### src/design/line_test_cfg.svh
// Offsets, field positions, reset values and timing counts for the line test block
// Function
// - Pin-strapped: all-ones pin per channel sends all-ones
// - Pattern select: 0xx none, QRSS, ones, up, down
// - All-ones ignores data, AMI ones on transmit clock
// - Global auto all-ones on receive loss of signal
// - Loop-up selected sends repeating 00001
// - Loop-down selected sends repeating 001
// - Detect mode: off, up, down, automatic loopback
// - Manual detect: status after 5 s, held while code
// - Every detected-status change raises enabled interrupt
// - Automatic only if pattern not 110; clears status
// - Auto: up 5 s sets status, enables remote loop
// - Auto: down 5 s removes loop, clears status
// - Leaving automatic mode removes automatic remote loop
// - Analog loopback active: ignore remote loop requests
// - QRSS: T1 2^20-1 max 14 zeros, E1 inverted 2^15-1
// - Sync once 128-bit window has under 4 errors
// - After sync each error drops flag one cycle
// - Every sync flag transition raises enabled interrupt
// - Rising insert controls add one error or violation
// - Pin loopback select: none, analog, remote, digital
// - Remote loop returns receive data on receive clock
`ifndef LINE_TEST_CFG_SVH
`define LINE_TEST_CFG_SVH

`define CHANNELS 8
`define GLOBAL_OFS 8'h00
`define CH_BASE 8'h10
`define CH_SPAN 8'h40
`define GLB_E1_BIT 0
`define GLB_AUTO_ONES_BIT 1
`define GLB_SINGLE_RAIL_BIT 2
`define GLOBAL_RESET 3'h0
`define CTRL_RESET 12'h000
`define CTRL_INS_BER_BIT 8
`define CTRL_INS_BPV_BIT 9
`define CTRL_LOOP_IE_BIT 10
`define CTRL_PRBS_IE_BIT 11
`define PAT_QRSS 3'h4
`define PAT_ONES 3'h5
`define PAT_UP 3'h6
`define PAT_DOWN 3'h7
`define DET_OFF 2'h0
`define DET_UP 2'h1
`define DET_DOWN 2'h2
`define DET_AUTO 2'h3
`define LOOP_QUAL_S 5
`define T1_RATE_HZ 32'h0017_8f40
`define E1_RATE_HZ 32'h001f_4000
`define PRBS_WINDOW_LAST 7'h7f
`define PRBS_ERR_LIMIT 3'h4
`define PRBS_SEED 20'h00001

`endif

### src/design/line_test_pkg.sv
// Types shared by the line test modules
package line_test_pkg;
	typedef enum {AUTO_OFF, AUTO_WATCH_UP, AUTO_LOOPED} auto_state_t;
	typedef enum {LB_NONE, LB_ANALOG, LB_REMOTE, LB_DIGITAL, LB_DUAL} loopback_t;
endpackage : line_test_pkg

### src/design/bit_stream_if.sv
// One serial bit stream with its per-bit strobe
`timescale 1ns/1ps
interface bit_stream_if;
	logic step;
	logic bit_v;
	modport src (output step, output bit_v);
	modport snk (input step, input bit_v);
endinterface : bit_stream_if

### src/design/loop_code_detector.sv
// Continuous loop-up or loop-down code matcher with qualification count
`timescale 1ns/1ps
`include "line_test_cfg.svh"
module loop_code_detector import line_test_pkg::*; (
	input wire logic clock_i,
	input wire logic rst_i,
	bit_stream_if.snk rx,
	input wire logic want_down_i,
	input wire logic restart_i,
	input wire logic [23:0] limit_i,
	output logic qualified_o
);
	logic [4:0] hist_q;
	logic [23:0] count_q;
	logic match_w;

	// Period 5 with a single mark for 00001, period 3 for 001
	always_comb begin
		if (want_down_i) begin
			match_w = (rx.bit_v == hist_q[2]) && ($countones(hist_q[2:0]) == 1);
		end else begin
			match_w = (rx.bit_v == hist_q[4]) && ($countones(hist_q) == 1);
		end
	end

	always_ff @(posedge clock_i) begin
		if (rst_i) begin
			hist_q <= 5'h00;
		end else if (rx.step) begin
			hist_q <= {hist_q[3:0], rx.bit_v};
		end
	end

	always_ff @(posedge clock_i) begin
		if (rst_i || restart_i) begin
			count_q <= 24'h000000;
		end else if (rx.step) begin
			if (!match_w) begin
				count_q <= 24'h000000;
			end else if (count_q != limit_i) begin
				count_q <= count_q + 24'h000001;
			end
		end
	end

	assign qualified_o = (count_q == limit_i) && !restart_i;
endmodule : loop_code_detector

### src/flat_wrapper.sv
// flat-port wrapper written by rule: the top's interface ports become plain ports
module loop_code_detector_flat import line_test_pkg::*;
  (clock_i, rst_i, want_down_i, restart_i, limit_i, qualified_o, rx_step, rx_bit_v);
  bit_stream_if rx_i ();
  input wire logic clock_i;
  input wire logic rst_i;
  input wire logic want_down_i;
  input wire logic restart_i;
  input wire logic [23:0] limit_i;
  output logic qualified_o;
  input wire logic [$bits(rx_i.step)-1:0] rx_step;
  input wire logic [$bits(rx_i.bit_v)-1:0] rx_bit_v;
  assign rx_i.step = rx_step;
  assign rx_i.bit_v = rx_bit_v;
  loop_code_detector u_core (.clock_i(clock_i), .rst_i(rst_i), .rx(rx_i), .want_down_i(want_down_i), .restart_i(restart_i), .limit_i(limit_i), .qualified_o(qualified_o));
endmodule
### config.mk
export PLATFORM = sky130hd
export DESIGN_NAME = loop_code_detector_flat
export DESIGN_NICKNAME = d
export VERILOG_FILES = /design/src/design/line_test_pkg.sv /design/src/design/bit_stream_if.sv /design/src/design/loop_code_detector.sv /design/src/flat_wrapper.sv
export VERILOG_INCLUDE_DIRS = /design/src /design/src/design
export SDC_FILE = /design/constraint.sdc
export NUM_CORES = 1
export LEC_CHECK = 0
export ABC_AREA = 1
export BUFFER_PORTS_ARGS = -buffer_cell sky130_fd_sc_hd__buf_2
export CAP_MARGIN = 20
export CORE_MARGIN = 1
export CORE_UTILIZATION = 25
export DETAILED_ROUTE_END_ITERATION = 12
export HOLD_SLACK_MARGIN = 0.08
export MAX_ROUTING_LAYER = met4
export SLEW_MARGIN = 20
export SYNTH_ARGS = -nofsm -noshare
export SYNTH_HDL_FRONTEND = slang
export SYNTH_SLANG_ARGS = --single-unit
### constraint.sdc
create_clock -name clock_i -period 5.1 [get_ports clock_i]
set_input_delay 0.51 -clock clock_i [delete_from_list [all_inputs] [get_ports clock_i]]
set_output_delay 0.51 -clock clock_i [all_outputs]
set_load 0.02 [all_outputs]
==> metrics.md <==
| Metric | Value |
|---|---|
| Post-Syn Area | `approximately 0.0025 mm2` |
| Area grow syn2layout | `14.1%` |
| CP required | `about 5.3 ns` |
| Clock Latency Late Sink | `just under 0.3 ns` |
| Post-synth EDFFs | `0` |
| Row cnt | `36` |
| Largest net degree at the start of global routing | `41` |
| Clock Sinks | `29` |
| Clk slew on worst S/H paths | `around 0.06 ns` |
| Leak | `between 1 and 1.5 nW` |
| Yosys cell types | `27` |
| WL per Instance | `between 10 and 15 um` |
| Final period utilization | `slightly below 60%` |
| Clk pwr share | `between 40% and 50%` |
| DRT Pass-1 Iters | `4` |
| Critical Path Sink Type | `flip-flop` |
| Least-Margin Pin Slew | `roughly 0.72 ns` |
| Run status | `finished clean` |
| Cell breakdown of the critical path | `ha_1 -> fa_1 -> inv_1 -> fa_1 -> nand4_1 -> nand2_1 -> nand3_4 -> nand2_4 -> nand2_1 -> a21oi_1` |
| Flop pwr share | `approximately two fifths` |
| RSZ-0062 raised after global routing | `false` |
| Die H | `102 um` |
| Syn_area_per_cell | `approximately 5.9 um2` |
| CP peak stage delay | `roughly 0.44 ns` |
| Dominant cells by area after synthesis | `dfxtp_1 23%, nand2_1 19%, nor2_1 9.6%` |
| Postcts setup bufs | `0` |
| Fin nets | `482` |
| Routed Antenna Nets | `0` |
| Post-synthesis sequential area ratio | `between 20% and 30%` |
| Std-Cell Core Area | `around 0.01 mm2` |
| Final setup vio count | `0` |
| Max Clock Freq | `335 MHz` |
| Setup TNS | `0 ns` |
| Share of the synthesized area in the top cell type | `a little under a quarter` |
| Top post-synthesis cells by count | `127 x nand2_1, 64 x nor2_1, 48 x inv_1` |
| IO Port Bufs | `30` |
| Cell taking the most area after synthesis | `dfxtp_1` |
| Num ports | `31` |
| Clock period minus worst slack | `2.99 ns` |
| Switching part of the total | `26.2%` |
| Maximum vdd ir drop | `0.000118 V` |
| Initial Util | `approximately 26%` |
| Net Switching | `between 0.15 and 0.2 mW` |
| Layout cell share with drive strength beyond 1 | `~11%` |
| Resized cells post-CTS | `0` |
| Horiz. Die Dim | `102 um` |
| Clk_skew | `approximately 0.0056 ns` |
| DR vias | `roughly 2500` |
| GRT Util Overall | `13.3%` |
| Crit Path Category | `reg -> reg` |
| Synth Net Count | `461` |
| # fillers | `between 1000 and 1500` |
| Diode count | `0` |
| Max-Cap Viols | `0` |
| Buf+Inv Stages, Crit Path | `1` |
| DRT iter0 DRCs | `about 150` |
| Most common cell in the netlist | `nand2_1` |
| Via density | `between 4 and 5` |
| Post-Route WL | `around 6.3 mm` |
| Final Hold Fails | `0` |
| Top Family by Delay on Critical Path | `simple AND/OR/NAND/NOR gates` |
| Crit-path max FO | `25` |
| Slowest CP cell | `nand3_4` |
| Slew margin rel. | `around half` |
| Flop and latch count out of synthesis | `29` |
| Power per cell area | `about 200 mW/mm2` |
| GRT overflow | `0` |
| Die area | `between 0.01 and 0.015 mm2` |
| Endpoint arrival time on the critical path | `around 3.2 ns` |
| Hold Buf Count CTS | `0` |
| Top_reg_cell synth | `dfxtp_1` |
| Clk buf depth | `2` |
| CTS buffer count | `5` |
| DP Area | `0.00273 mm2` |
| Worst Hold Class | `reg -> reg` |
| Final Max Slew Viols | `0` |
| Worst setup SP type | `flip-flop` |
| Design area | `roughly 0.0029 mm2` |
| Internal Power | `0.422 mW` |
| # DRC | `0` |
| First-pass GRT wire length | `~11 mm` |
| Antenna violations before repair | `0` |
| Fraction of registers with async set/reset | `0%` |
| H-tree depth | `2` |
| Comb power frac | `~15%` |
| Final HPWL DP | `about 4.8 mm` |
| Syn Inst Count | `about 420` |
| CTS tree | `yes` |
| Placer Congestion | `0.871` |
| Root Buffer Master | `clkbuf_8` |
| Vias in the first global route | `around 2300` |
| Yosys Warn Count | `0` |
-- sequential cells by signal, summed over array words and instances (netlist names) --
name            flops
u_core.count_q     24
u_core.hist_q       5
-- final cells by class --
| cell class | instances | area, um2 | share of cell area (%) |
|---|---|---|---|
| clock buffer | 7 | 86.3 | 3.03 |
| clock inverter | 1 | 30.0 | 1.05 |
| inverter | 52 | 195 | 6.85 |
| multi-input combinational | 326 | 1640 | 57.6 |
| sequential | 29 | 581 | 20.4 |
| tap | 133 | 166 | 5.84 |
| timing repair buffer | 30 | 150 | 5.27 |
-- routing by layer --
metal | part of all wire [%] | vias to the layer above | global-route usage (%)
met2 | 48 | 40 | 22.6
li1 | - | 1358 | -
met3 | 3.4 | 7 | 2.12
met5 | 0 | - | -
met1 | 48 | 1124 | 16.6
met4 | 0.68 | 0 | 2.97
-- worst min-delay path: stages, from the launching register on --
cell,delay [ns]
dfxtp_1,0.32
nor2_1,0.11
nor2_1,0.05
-- placed cells by master, fill, tap and decap left out, drive strengths merged --
| master | instances |
|---|---|
| nand3b | 2 |
| and3 | 1 |
| nand3 | 39 |
| a21oi | 29 |
| xor2 | 20 |
| clkinv | 2 |
| nor2 | 68 |
| inv | 50 |
| bufinv | 1 |
| o21ai | 5 |
| ha | 5 |
| fa | 3 |
| nand4 | 13 |
| nand2 | 128 |
| buf | 30 |
| xnor2 | 9 |
| or2 | 1 |
| clkbuf | 7 |
| dfxtp | 29 |
| nor3 | 2 |
| a21o | 1 |
-- worst paths after layout --
kind | end | depth (start not counted) | slack (ns) | from
min reg2reg | u_core.hist_q[4]$_SDFFE_PP0P_ | 2 | 0.52 | u_core.hist_q[3]$_SDFFE_PP0P_
min | u_core.hist_q[4]$_SDFFE_PP0P_ | 2 | 0.52 | u_core.hist_q[3]$_SDFFE_PP0P_
max | u_core.count_q[6]$_SDFFE_PP0P_ | 10 | 2.11 | u_core.hist_q[2]$_SDFFE_PP0P_
max reg2reg | u_core.count_q[6]$_SDFFE_PP0P_ | 10 | 2.11 | u_core.hist_q[2]$_SDFFE_PP0P_
-- through the flow --
step	power [mW]	hold WS [ns]	std cells	util (%)	setup WS (ns)
finish	0.572	0.521	578	29.3	2.11
global route	0.599	0.548	578	29.3	1.88
CTS	0.577	0.525	578	29.3	2.09
detailed placement	0.327	0.511	570	28.1	2.10
global placement	0.324	0.505	570	28.1	2.22
floorplan	0.300	0.475	423	-	2.73
-- power groups by stage --
stage / Combinational (mW) / Sequential (mW) / Clock, mW
2_1_floorplan: 0.0606 / 0.240 / 0
5_1_grt: 0.0970 / 0.238 / 0.264
4_1_cts: 0.0851 / 0.237 / 0.255
6_report: 0.0841 / 0.237 / 0.251
3_3_place_gp: 0.0821 / 0.242 / 0
3_5_place_dp: 0.0849 / 0.242 / 0
-- cells by family (layout without fill, tap and decap cells) --
family	after synthesis	after routing	synth area share (%)
fa+ha+maj	8	8	4.91
flops	29	29	23.2
compound gates	35	35	7.41
simple gates	254	254	43.2
buf+inv	68	90	11.0
xor+xnor	29	29	10.2
(Power assumes the default switching activity.)
